--- src/rtl/rsq_map.svh ---
`ifndef RSQ_MAP_SVH
`define RSQ_MAP_SVH
`define RSQ_CLK_MHZ        125
`define RSQ_STARTUP_MS     15
`define RSQ_SLOT_MS        2
`define RSQ_WINDOW_MS      16
`define RSQ_PGOOD_MS       8
`define RSQ_FAULT_MS       200
`define RSQ_RELEASE_MS     32
`define RSQ_SOFT_US        500
`define RSQ_SLOW_US        8
`define RSQ_FAST_US        4
`define RSQ_CYC_PER_US     `RSQ_CLK_MHZ
`define RSQ_CYC_PER_MS     (`RSQ_CLK_MHZ * 1000)
`define RSQ_CORE_RST       7'h00
`define RSQ_CTRL_RST       4'h3
`define RSQ_CTRL_R2_BIT    0
`define RSQ_CTRL_R3_BIT    1
`define RSQ_CTRL_AUTO_BIT  2
`define RSQ_CTRL_SPEED_BIT 3
`define RSQ_SLOT_CORE      3'h3
`define RSQ_SLOT_R2        3'h2
`define RSQ_SLOT_R3        3'h1
`define RSQ_UP_MAX         7'h08
`define RSQ_DN_MAX         7'h04
`endif

--- src/rtl/rsq_pkg.sv ---
package rsq_pkg;
    typedef enum logic [2:0] {
        RSQ_OFF     = 3'h0,
        RSQ_WAIT    = 3'h1,
        RSQ_SLOTS   = 3'h3,
        RSQ_PGOOD   = 3'h2,
        RSQ_HOLD    = 3'h6,
        RSQ_ACTIVE  = 3'h7,
        RSQ_FAULT   = 3'h5,
        RSQ_STOPPED = 3'h4
    } rsq_state_t;

    typedef struct packed {
        logic [3:0] ctrl;
        logic [6:0] core_code;
    } rsq_regs_t;

    typedef struct packed {
        logic sleep;
        logic shutdown;
        logic reset;
    } rsq_cmd_t;

    typedef struct packed {
        logic       core_on;
        logic       r2_on;
        logic       r3_on;
        logic [1:0] limit_step;
    } rsq_reg_out_t;
endpackage

--- src/rtl/rsq_ramp.sv ---
`timescale 1ns/10ps
`include "rsq_map.svh"
module rsq_ramp #(
    parameter int SLOW_CYC = `RSQ_SLOW_US * `RSQ_CYC_PER_US,
    parameter int FAST_CYC = `RSQ_FAST_US * `RSQ_CYC_PER_US
) (
    // Clock and control.
    input  wire logic       sys_clk,
    input  wire logic       srst,
    input  wire logic       clk_en,
    input  wire logic       clear,
    // Settings.
    input  wire logic       auto_ramp,
    input  wire logic       fast,
    input  wire logic [6:0] target,
    // Applied code.
    output logic [6:0]      applied
);
    logic [9:0] tick_cnt;
    logic       tick;
    logic [6:0] diff;
    logic [6:0] next_step;

    // Compare with >= so that a switch to the fast rate does not wait for the counter to wrap.
    assign tick = (tick_cnt >= 10'(fast ? FAST_CYC - 1 : SLOW_CYC - 1));

    always_ff @(posedge sys_clk) begin
        if (srst || clear) begin
            tick_cnt <= 10'h000;
        end else if (clk_en) begin
            tick_cnt <= tick ? 10'h000 : tick_cnt + 10'h001;
        end
    end

    always_comb begin
        diff = (target > applied) ? target - applied : applied - target;
        if (target > applied) begin
            // Up steps shrink by powers of two near the target.
            if (diff >= `RSQ_UP_MAX) next_step = `RSQ_UP_MAX;
            else if (diff >= 7'h04) next_step = 7'h04;
            else if (diff >= 7'h02) next_step = 7'h02;
            else next_step = 7'h01;
        end else begin
            // Down steps are four codes, then single codes.
            next_step = (diff >= `RSQ_DN_MAX) ? `RSQ_DN_MAX : 7'h01;
        end
    end

    always_ff @(posedge sys_clk) begin
        if (srst || clear) begin
            applied <= `RSQ_CORE_RST;
        end else if (clk_en) begin
            if (!auto_ramp) begin
                applied <= target;
            end else if (tick && target != applied) begin
                applied <= (target > applied) ? applied + next_step : applied - next_step;
            end
        end
    end

    a_ramp_up_step : assert property (@(posedge sys_clk) disable iff (srst)
        (clk_en && !clear && auto_ramp && target > applied) |=> (applied - $past(applied) <= 7'h08))
        else $error("ramp up step too large");
    a_ramp_dn_step : assert property (@(posedge sys_clk) disable iff (srst)
        (clk_en && !clear && auto_ramp && target < applied) |=> ($past(applied) - applied <= 7'h04))
        else $error("ramp down step too large");
    a_ramp_direct : assert property (@(posedge sys_clk) disable iff (srst)
        (clk_en && !clear && !auto_ramp) |=> (applied == $past(target)))
        else $error("direct code not applied");
endmodule

--- src/rtl/rsq_top.sv ---
`timescale 1ns/10ps
`include "rsq_map.svh"
// Functional notes
// - Enable rising runs power-up with defaults; enable low keeps the device disabled.
// - After last regulator is good, wait 32 ms then release reset output.
// - Regulators two and three follow their own control bits while enabled.
// - Sleep command turns off only the core regulator.
// - Shutdown command turns all three regulators off together.
// - Restart after sleep or shutdown by enable re-toggle or reset command.
// - Enable low returns every register bit to its default.
// - Enable low refuses all register access.
// - After supply passes threshold, wait about 15 ms before slot counting.
// - Each regulator starts at its slot on 2 ms steps within 16 ms.
// - Wait 8 ms for power good, else fault, all off, wait 200 ms.
// - After fault wait, restart sequence; repeat while fault persists.
// - Soft start only on enable rising while supply is above threshold.
// - Core soft start is a linear ramp of about 500 us.
// - Regulators two and three step current limit 180, 300, 720 mA.
// - Ramp auto bit zero applies a new core code immediately.
// - Ramp auto bit one steps every 8 us slow or 4 us fast.
// - Ramp up adds at most 8 codes, shrinking to 4, 2, 1 near target.
// - Ramp down subtracts at most 4 codes, single near target.
// - Supply lockout forces reset state; recovery reruns power-up.
// - Overheat forces reset state; cooling reruns power-up.
// - Reset output driven low while any monitored voltage is low.
// - Core voltage register holds a 7-bit code of 4 mV steps.
module rsq_top
    import rsq_pkg::*;
#(
    parameter int STARTUP_CYC = `RSQ_STARTUP_MS * `RSQ_CYC_PER_MS,
    parameter int SLOT_CYC    = `RSQ_SLOT_MS * `RSQ_CYC_PER_MS,
    parameter int PGOOD_CYC   = `RSQ_PGOOD_MS * `RSQ_CYC_PER_MS,
    parameter int FAULT_CYC   = `RSQ_FAULT_MS * `RSQ_CYC_PER_MS,
    parameter int RELEASE_CYC = `RSQ_RELEASE_MS * `RSQ_CYC_PER_MS,
    parameter int SOFT_CYC    = `RSQ_SOFT_US * `RSQ_CYC_PER_US,
    parameter int NUM_SLOTS   = `RSQ_WINDOW_MS / `RSQ_SLOT_MS
) (
    // Clock, reset and clock enable.
    input  wire logic             sys_clk,
    input  wire logic             srst,
    input  wire logic             clk_en,
    // Pins and monitors.
    input  wire logic             enable_pin,
    input  wire logic             supply_low_lockout,
    input  wire logic             overheat_cutoff,
    input  wire logic [2:0]       pgood,
    // Register writes and commands from the serial interface.
    input  wire logic             regulator_control_reg_we,
    input  wire logic [3:0]       regulator_control_reg_wdata,
    input  wire logic             core_voltage_reg_we,
    input  wire logic [6:0]       core_voltage_reg_wdata,
    input  rsq_pkg::rsq_cmd_t     cmd,
    // Status and register readback.
    output logic                  serial_enabled,
    output rsq_pkg::rsq_regs_t    regs,
    output rsq_pkg::rsq_state_t   state_out,
    // Regulator controls.
    output rsq_pkg::rsq_reg_out_t reg_out,
    output logic [6:0]            core_code_applied,
    output logic                  soft_start,
    // Open-drain reset output.
    output logic                  reset_out,
    output logic                  reset_out_oe
);
    rsq_state_t state;
    logic [27:0] timer;
    logic [2:0]  slot;
    logic        en_q;
    logic        en_rise;
    logic        fault_hold;
    logic        restart;
    logic        soft_arm;
    logic [15:0] soft_cnt;
    logic [6:0]  soft_code;
    logic        core_on;
    logic        r2_on;
    logic        r3_on;
    logic [1:0]  limit_step;
    logic [6:0]  ramp_code;
    logic [15:0] lim_cnt;
    logic        seq_clear;

    assign en_rise    = enable_pin && !en_q;
    assign fault_hold = supply_low_lockout || overheat_cutoff;
    assign restart    = en_rise || (cmd.reset && enable_pin);
    assign seq_clear  = !enable_pin || fault_hold;

    always_ff @(posedge sys_clk) begin
        if (srst) begin
            en_q <= 1'b0;
        end else if (clk_en) begin
            en_q <= enable_pin;
        end
    end

    // Register set; enable low clears all programmed bits and blocks writes.
    always_ff @(posedge sys_clk) begin
        if (srst) begin
            regs.ctrl      <= `RSQ_CTRL_RST;
            regs.core_code <= `RSQ_CORE_RST;
        end else if (clk_en) begin
            if (!enable_pin || restart) begin
                regs.ctrl      <= `RSQ_CTRL_RST;
                regs.core_code <= `RSQ_CORE_RST;
            end else begin
                if (regulator_control_reg_we) regs.ctrl <= regulator_control_reg_wdata;
                if (core_voltage_reg_we) regs.core_code <= core_voltage_reg_wdata;
            end
        end
    end

    always_ff @(posedge sys_clk) begin
        if (srst) begin
            serial_enabled <= 1'b0;
        end else if (clk_en) begin
            serial_enabled <= enable_pin;
        end
    end

    // Sequencer state machine.
    always_ff @(posedge sys_clk) begin
        if (srst) begin
            state <= RSQ_OFF;
            timer <= 28'h0000000;
            slot  <= 3'h0;
        end else if (clk_en) begin
            if (!enable_pin) begin
                state <= RSQ_OFF;
                timer <= 28'h0000000;
            end else if (fault_hold) begin
                state <= RSQ_OFF;
                timer <= 28'h0000000;
            end else if (cmd.shutdown && state != RSQ_OFF) begin
                state <= RSQ_STOPPED;
            end else if (restart) begin
                state <= RSQ_WAIT;
                timer <= 28'h0000000;
            end else begin
                case (state)
                    RSQ_OFF: begin
                        state <= RSQ_WAIT;
                        timer <= 28'h0000000;
                    end
                    RSQ_WAIT: begin
                        if (timer == 28'(STARTUP_CYC - 1)) begin
                            state <= RSQ_SLOTS;
                            timer <= 28'h0000000;
                            slot  <= 3'h0;
                        end else begin
                            timer <= timer + 28'h0000001;
                        end
                    end
                    RSQ_SLOTS: begin
                        if (timer == 28'(SLOT_CYC - 1)) begin
                            timer <= 28'h0000000;
                            slot  <= slot + 3'h1;
                            if (slot == `RSQ_SLOT_CORE || slot == 3'(NUM_SLOTS - 1)) state <= RSQ_PGOOD;
                        end else begin
                            timer <= timer + 28'h0000001;
                        end
                    end
                    RSQ_PGOOD: begin
                        if (&pgood) begin
                            state <= RSQ_HOLD;
                            timer <= 28'h0000000;
                        end else if (timer == 28'(PGOOD_CYC - 1)) begin
                            state <= RSQ_FAULT;
                            timer <= 28'h0000000;
                        end else begin
                            timer <= timer + 28'h0000001;
                        end
                    end
                    RSQ_HOLD: begin
                        if (!(&pgood)) begin
                            timer <= 28'h0000000;
                        end else if (timer == 28'(RELEASE_CYC - 1)) begin
                            state <= RSQ_ACTIVE;
                        end else begin
                            timer <= timer + 28'h0000001;
                        end
                    end
                    RSQ_ACTIVE: begin
                        if (!(&pgood)) begin
                            state <= RSQ_HOLD;
                            timer <= 28'h0000000;
                        end
                    end
                    RSQ_FAULT: begin
                        if (timer == 28'(FAULT_CYC - 1)) begin
                            state <= RSQ_SLOTS;
                            timer <= 28'h0000000;
                            slot  <= 3'h0;
                        end else begin
                            timer <= timer + 28'h0000001;
                        end
                    end
                    RSQ_STOPPED: state <= RSQ_STOPPED;
                    default: state <= RSQ_OFF;
                endcase
            end
        end
    end

    // Soft start is armed only by an enable edge with the supply good.
    always_ff @(posedge sys_clk) begin
        if (srst) begin
            soft_arm <= 1'b0;
        end else if (clk_en) begin
            if (seq_clear) begin
                soft_arm <= 1'b0;
            end else if (en_rise && !supply_low_lockout) begin
                soft_arm <= 1'b1;
            end else if (cmd.reset) begin
                soft_arm <= 1'b0;
            end
        end
    end

    // Regulator enables.
    always_ff @(posedge sys_clk) begin
        if (srst) begin
            core_on <= 1'b0;
            r2_on   <= 1'b0;
            r3_on   <= 1'b0;
        end else if (clk_en) begin
            if (seq_clear || state == RSQ_FAULT || state == RSQ_STOPPED || state == RSQ_OFF ||
                state == RSQ_WAIT) begin
                core_on <= 1'b0;
                r2_on   <= 1'b0;
                r3_on   <= 1'b0;
            end else begin
                if (cmd.sleep) begin
                    core_on <= 1'b0;
                end else if (state == RSQ_SLOTS && slot == `RSQ_SLOT_CORE && timer == 28'h0000000) begin
                    core_on <= 1'b1;
                end
                if (state == RSQ_SLOTS && slot == `RSQ_SLOT_R2 && timer == 28'h0000000) begin
                    r2_on <= regs.ctrl[`RSQ_CTRL_R2_BIT];
                end else if (state == RSQ_HOLD || state == RSQ_ACTIVE) begin
                    r2_on <= regs.ctrl[`RSQ_CTRL_R2_BIT];
                end
                if (state == RSQ_SLOTS && slot == `RSQ_SLOT_R3 && timer == 28'h0000000) begin
                    r3_on <= regs.ctrl[`RSQ_CTRL_R3_BIT];
                end else if (state == RSQ_HOLD || state == RSQ_ACTIVE) begin
                    r3_on <= regs.ctrl[`RSQ_CTRL_R3_BIT];
                end
            end
        end
    end

    // Core soft-start ramp from zero to the set code over a fixed time.
    always_ff @(posedge sys_clk) begin
        if (srst) begin
            soft_cnt <= 16'h0000;
        end else if (clk_en) begin
            if (!core_on || !soft_arm) begin
                soft_cnt <= 16'h0000;
            end else if (soft_cnt != 16'(SOFT_CYC)) begin
                soft_cnt <= soft_cnt + 16'h0001;
            end
        end
    end

    always_comb begin
        soft_code = 7'((32'(ramp_code) * 32'(soft_cnt)) / 32'(SOFT_CYC));
    end

    // Current-limit steps for regulators two and three during start.
    always_ff @(posedge sys_clk) begin
        if (srst) begin
            lim_cnt    <= 16'h0000;
            limit_step <= 2'h0;
        end else if (clk_en) begin
            if (!(r2_on || r3_on) || !soft_arm) begin
                lim_cnt    <= 16'h0000;
                limit_step <= 2'h0;
            end else if (limit_step != 2'h2) begin
                if (lim_cnt == 16'(SOFT_CYC / 3)) begin
                    lim_cnt    <= 16'h0000;
                    limit_step <= limit_step + 2'h1;
                end else begin
                    lim_cnt <= lim_cnt + 16'h0001;
                end
            end
        end
    end

    rsq_ramp u_ramp (
        .sys_clk   (sys_clk),
        .srst      (srst),
        .clk_en    (clk_en),
        .clear     (seq_clear),
        .auto_ramp (regs.ctrl[`RSQ_CTRL_AUTO_BIT]),
        .fast      (regs.ctrl[`RSQ_CTRL_SPEED_BIT]),
        .target    (regs.core_code),
        .applied   (ramp_code)
    );

    // Registered outputs.
    always_ff @(posedge sys_clk) begin
        if (srst) begin
            reg_out           <= '0;
            core_code_applied <= 7'h00;
            soft_start        <= 1'b0;
            reset_out         <= 1'b0;
            reset_out_oe      <= 1'b1;
            state_out         <= RSQ_OFF;
        end else if (clk_en) begin
            reg_out.core_on    <= core_on;
            reg_out.r2_on      <= r2_on;
            reg_out.r3_on      <= r3_on;
            reg_out.limit_step <= limit_step;
            soft_start         <= soft_arm && core_on && soft_cnt != 16'(SOFT_CYC);
            core_code_applied  <= (soft_arm && soft_cnt != 16'(SOFT_CYC)) ? soft_code : ramp_code;
            reset_out          <= 1'b0;
            reset_out_oe       <= !(state == RSQ_ACTIVE && &pgood && !fault_hold);
            state_out          <= state;
        end
    end

    a_fault_all_off : assert property (@(posedge sys_clk) disable iff (srst)
        (clk_en && state == RSQ_FAULT) |=> (!core_on && !r2_on && !r3_on))
        else $error("regulator on during fault");
    a_release_late : assert property (@(posedge sys_clk) disable iff (srst)
        (clk_en && $rose(state == RSQ_ACTIVE)) |-> ($past(state) == RSQ_HOLD))
        else $error("release without hold");
    a_rst_low_pg : assert property (@(posedge sys_clk) disable iff (srst)
        (clk_en && !(&pgood)) |=> reset_out_oe)
        else $error("reset released while power not good");
    a_regs_cleared : assert property (@(posedge sys_clk) disable iff (srst)
        (clk_en && !enable_pin) |=> (regs.ctrl == `RSQ_CTRL_RST && regs.core_code == `RSQ_CORE_RST))
        else $error("registers not cleared");
    a_disabled_off : assert property (@(posedge sys_clk) disable iff (srst)
        (clk_en && !enable_pin) |=> (state == RSQ_OFF && !core_on))
        else $error("device active with enable low");
    a_shutdown_off : assert property (@(posedge sys_clk) disable iff (srst)
        (clk_en && enable_pin && !fault_hold && cmd.shutdown && state != RSQ_OFF) |=> ##1 (!core_on && !r2_on && !r3_on))
        else $error("shutdown left a regulator on");
endmodule

--- config.mk ---
export PLATFORM = sky130hd
export DESIGN_NAME = rsq_top
export DESIGN_NICKNAME = d
export VERILOG_FILES = /design/src/rtl/rsq_pkg.sv /design/src/rtl/rsq_ramp.sv /design/src/rtl/rsq_top.sv
export VERILOG_INCLUDE_DIRS = /design/src /design/src/rtl
export SDC_FILE = /design/constraint.sdc
export NUM_CORES = 1
export LEC_CHECK = 0
export ABC_CLOCK_PERIOD_IN_PS = 20500
export BUFFER_PORTS_ARGS = -buffer_cell sky130_fd_sc_hd__buf_2
export CAP_MARGIN = 40
export CORE_UTILIZATION = 65
export DETAILED_ROUTE_END_ITERATION = 12
export PLACE_DENSITY = 0.84
export SYNTH_ARGS = -nofsm -noshare
export SYNTH_HDL_FRONTEND = slang
export SYNTH_SLANG_ARGS = --single-unit
export TNS_END_PERCENT = 1
--- constraint.sdc ---
create_clock -name sys_clk -period 20.5 [get_ports sys_clk]
set_clock_uncertainty 0.05 [all_clocks]
set_input_delay 4.1 -clock sys_clk [delete_from_list [all_inputs] [get_ports sys_clk]]
set_output_delay 4.1 -clock sys_clk [all_outputs]
set_load 0.01 [all_outputs]
# == Word level (Yosys, flattened, before mapping) ==
# Cells that the tools add are included.
# W data, S select, Z words.
# word_totals
ff_bits,118
in_bits,25
output_inout_bits,30
word_cells,210
# op_classes
div_mod_pow,1
magnitude_cmp,5
muxes,66
bitwise,3
add_sub_neg,10
reduce_logical,65
n_mul,1
eq_ne,36
# ops
operator,count
$mux W28,12
$pmux W28 S7,1
$mux W16,5
$mux W7,9
$mux W3,17
$ne A6 B6 Y1 const B,7
$add A16 B1 Y16 const B,2
$div A23 B16 Y32 const B,1
$add A28 B1 Y28 const B,1
$eq A28 B18 Y1 const B,1
$eq A28 B20 Y1 const B,1
$eq A28 B21 Y1 const B,1
$eq A28 B22 Y1 const B,1
$eq A28 B25 Y1 const B,1
$logic_not A28 Y1,1
$pmux W3 S8,1
$mul A7 B16 Y23,1
$sub A7 B7 Y7,3
$mux W10,2
$reduce_and A2 Y1,9
$reduce_and A9 Y1,2
$reduce_bool A3 Y1,6
$eq A16 B15 Y1 const B,1
$logic_and A1 B1 Y1,16
other kinds (33),85

# == Logic depth before layout (Yosys ltp) ==
# depth
word_depth,11
depth_mapped,46
depth_no_buf,40

# == Cells and area by module ==
# From an unflattened synthesis, not the netlist that was laid out.
# hier_totals
hier_cells,1814
hier_area_um2,13912.1
# modules_own_cells
mod,area_each_um2,cells_each,seq_area_each_um2,n_inst
rsq_top,12169.2,1598,2021.9,1
rsq_ramp,1742.9,216,340.3,1

# == Worst setup path before layout ==
# No wires, ideal clock.
# synth_timing
path_kind,flip-flop to flip-flop
startpoint,reg u_ramp.applied[5]
endpoint,reg core_code_applied[0]
arrival_time_ps,11273
stages_incl_launch_ff,40
path_slack_ps,9053
synth_period_minus_slack_ps,11447
setup_ps,124
path_buffers,4
t_required_ps,20326
cell_sequence,dfxtp_1 clkbuf_1 and2_1 fa_1 fa_1 fa_1 fa_1 ha_1 buf_6 a21o_1 a31o_1 a221o_1 or3_1 a222oi_1 and4_1 o41ai_2 or2_1 buf_6 [... 4 more ...] a21oi_4 o221ai_2 xor2_2 or4_4 a2111oi_4 nor2_2 a2111oi_4 nor2_2 a21boi_4 a211oi_2 a211o_2 a2111oi_4 xnor2_2 o2bb2ai_2 o21ai_2 mux2_1 a211oi_1 o31ai_1
# synth_between
elab_chain_cells,3
# synth_rtl
item,line,source
from (decl),rsq_ramp.sv:17,output logic [6:0] applied
from (signal assigned),rsq_ramp.sv:51,applied <= `RSQ_CORE_RST;
from (signal assigned),rsq_ramp.sv:54,applied <= target;
from (signal assigned),rsq_ramp.sv:56,applied <= (target > applied) ? applied + next_step : applied - next_step;
$mul A7 B16 Y23,rsq_top.sv:265,soft_code = 7'((32'(ramp_code) * 32'(soft_cnt)) / 32'(SOFT_CYC));
$div A23 B16 Y32,rsq_top.sv:265,
$mux W7,rsq_top.sv:314,core_code_applied <= (soft_arm && soft_cnt != 16'(SOFT_CYC)) ? soft_code : ramp_code;
to (signal assigned),rsq_top.sv:314,
to (decl),rsq_top.sv:59,"output logic [6:0] core_code_applied,"
# No other way between the ends.
# A chain may end at the register's enable or synchronous reset.

# == Worst setup path after layout ==
# layout_timing
startpoint,reg u_ramp.applied[1]
endpoint,reg core_code_applied[0]
# Same word-level chain as after synthesis.

==> out/results.ini <==
[logic_synthesis]
synth_seq_cells = 118
synthTopCellsByCount = nor2_1 (231), nand2_1 (178), dfxtp_1 (118), a21oi_1 (114), inv_1 (94)
synth_edf_count = 0
yosysUniqueCellTypes = 120
yosysSeqAreaShare = 0.166
syn_area_um2 = 14300
synth_async_sr_flop_share = 0
avgSynthCellArea_um2 = 7.62
synth_largest_area_cell = dfxtp_1
synth_area_leaders = dfxtp_1 (17%), fa_1 (10%), ha_1 (6.7%)
synth_most_common_cell = nor2_1
synthCells = 1872
netlist.area_leader.share = 0.166
yosys_warnings = 0
ys_dominant_reg_cell = dfxtp_1
syn-num-nets = 2045

[placement]
placed_cells = 2125
dp_slack_ns = 7.12
gp_congestion = 1.00
io_buffers = 53
dp_hpwl_um = 31300

[power_and_ir_drop]
leakagePower_uw = 0.00607
seqPwrFrac = 0.401
ir_drop_mv = 0.0630
p_switching_uw = 144
p_sw_frac = 0.249
share_comb_of_total_power = 0.057
power.density_nw_per_um2 = 38.0
p_clk_frac = 0.542
p_int_uw = 434

[sta]
rsz0062_at_grt = no
maxSlewViolCount = 0
post-route-period-util = 0.665
slew_headroom = 0.360
finalHoldViolCount = 0
postLayoutSetupSlackWorst_ns = 6.86
worst_slew_pin_slew_ns = 0.957
setup_tns_ns = 0
fmax_mhz = 73.3
setup_viol = 0
period_needed_ns = 13.64

[clock_network]
cts_buffers = 17
clk_pin_slew_worst_paths_ns = 0.06
cts_max_level = 4
clock_sinks = 118
cts.path.max_buffers = 2
cts_resized = 0
cts_hold_buf = 0
cts_tree = built
cts_root_buf = clkbuf_16
clock_latency_ns = 0.42
cts_setup_buffers = 0

[cells_and_area]
layout-area-overhead-vs-synth_pct = 6.67
fillers = 1710
post_layout_nonfiller_instances = 2157
seqCellArea_um2 = 2360
diodes = 0
drive_gt1_frac = 0.0861
multi_input_area_um2 = 11200
nNetsFinal = 2042

[global_routing]
antenna_found_initial = 0
grt_util_met1 = 0.475
grt_most_used_layer = met2
grt-ovfl-total = 0
grtUsageMet2 = 0.633
grt_use_met3 = 0.0682
grt_max_degree = 69
grt_pass1_wl_um = 68000
grt_pass1_vias = 13600
track_usage = 0.376

[route]
postRouteAntennaNets = 0
post_drt_via_cell_ratio = 6.70
dr.pass1.iters = 7
finalWirelength_um = 41700
remaining_drc_errors = 0
drt_iter0_drc = 1422
wl_per_cell_um = 19.3
via_count = 14500

[critical_path]
critPathKind = reg -> reg
worst_path_max_delay_cell = dfxtp_1
r2r_slack_ns = 6.86
worst-endpoint-arrival_ns = 13.89
cp-start-kind = flop
max_stage_delay_ns = 0.77
crit_path_max_fanout = 19
cp-end-kind = flop
worst_ep_required_time_ns = 20.75
path_common_cell = fa_1

[floorplanning]
die_w_um = 150
die_height_um = 150
pin_count = 55
initial_core_util = 0.670
rows = 53
die_area_um2 = 22600
core_area_um2 = 21300

[run]
max_cap_viol_count = 0

[status]
status = finished clean

[min_path]
hp-class = reg -> reg

per-layer routing:
metal	vias to the layer above	part of all wire
met5	-	0
met4	0	0.033
met3	129	0.072
met2	721	0.48
met1	6870	0.41
li1	6741	-
stage by stage:
stage / total power (µW) / utilization / hold WS, ns / cell area [µm²]
floorplan: 259 / - / 0.398 / 14300
global placement: 267 / 0.686 / 0.401 / 14600
detailed placement: 268 / 0.687 / 0.413 / 14600
CTS: 578 / 0.715 / 0.424 / 15200
global route: 593 / 0.715 / 0.446 / 15200
finish: 578 / 0.715 / 0.424 / 15200
layout by cell type (no fill, tap or decap), types with 11 or more instances in the layout:
cell       instances
nor2_1           231
nand2_1          178
dfxtp_1          118
a21oi_1          114
inv_1             94
and2_1            90
o21ai_0           83
ha_1              76
fa_1              72
nand3_1           66
buf_2             54
xnor2_1           49
xor2_1            48
a211oi_1          35
nor3_1            35
nand4_1           33
mux2i_1           31
a21o_1            28
nand2b_1          23
a31oi_1           23
or3_1             18
nor4_1            17
o211ai_1          17
clkbuf_16         17
buf_4             16
and3_1            15
o31ai_1           14
and4_1            14
o21ai_1           13
nor2b_1           12
a22oi_1           12
o21a_1            11
path summary, 6_finish.rpt:
kind | from | endpoint | depth (start not counted)
worst max-delay path | u_ramp.applied[1] | core_code_applied[0] | 36
worst min-delay path | limit_step[1] | limit_step[1] | 2
worst max register to register | u_ramp.applied[1] | core_code_applied[0] | 36
worst min register to register | limit_step[1] | limit_step[1] | 2
flip-flops by register name, indices dropped and copies added (netlist names), 2 cells and up:
| signal | count |
|---|---|
| lim_cnt | 16 |
| state_out | 3 |
| state | 3 |
| limit_step | 2 |
| timer | 28 |
| u_ramp.applied | 7 |
| soft_cnt | 16 |
| u_ramp.tick_cnt | 10 |
| slot | 3 |
| reg_out | 5 |
| regs | 11 |
| core_code_applied | 7 |
area by class of cell:
type                            instances  share of cell area
Multi-Input combinational cell       1565               0.733
Sequential cell                       118               0.155
Clock buffer                           17              0.0279
Timing Repair Buffer                   70              0.0256
Inverter                               97              0.0239
Tap cell                              275              0.0226
Clock inverter                         15              0.0118
cell families after synthesis:
group,count (synthesis),synth area share
simple gates,782,0.272
compound gates,495,0.251
buf+inv,189,0.0526
fa+ha+maj,149,0.168
flops,118,0.166
xor+xnor,100,0.0629
mux,38,0.0274
other cells,1,0.000263
power groups by stage:
stage               Sequential [µW]  Combinational (µW)  Clock, µW
finish                          232                32.9        313
global route                    232                35.3        326
CTS                             232                32.2        315
detailed placement              237                31.2          0
global placement                237                30.0          0
floorplan                       236                22.5          0
critical path, delay by kind of cell, from the launching register on:
family	cells	cell delay [ns]
buf+inv	1	0.29
flops	1	0.77
simple gates	8	2.40
compound gates	19	6.47
mux	3	1.13
fa+ha+maj	5	2.41
Note: power is estimated with default switching activity, not from simulation.
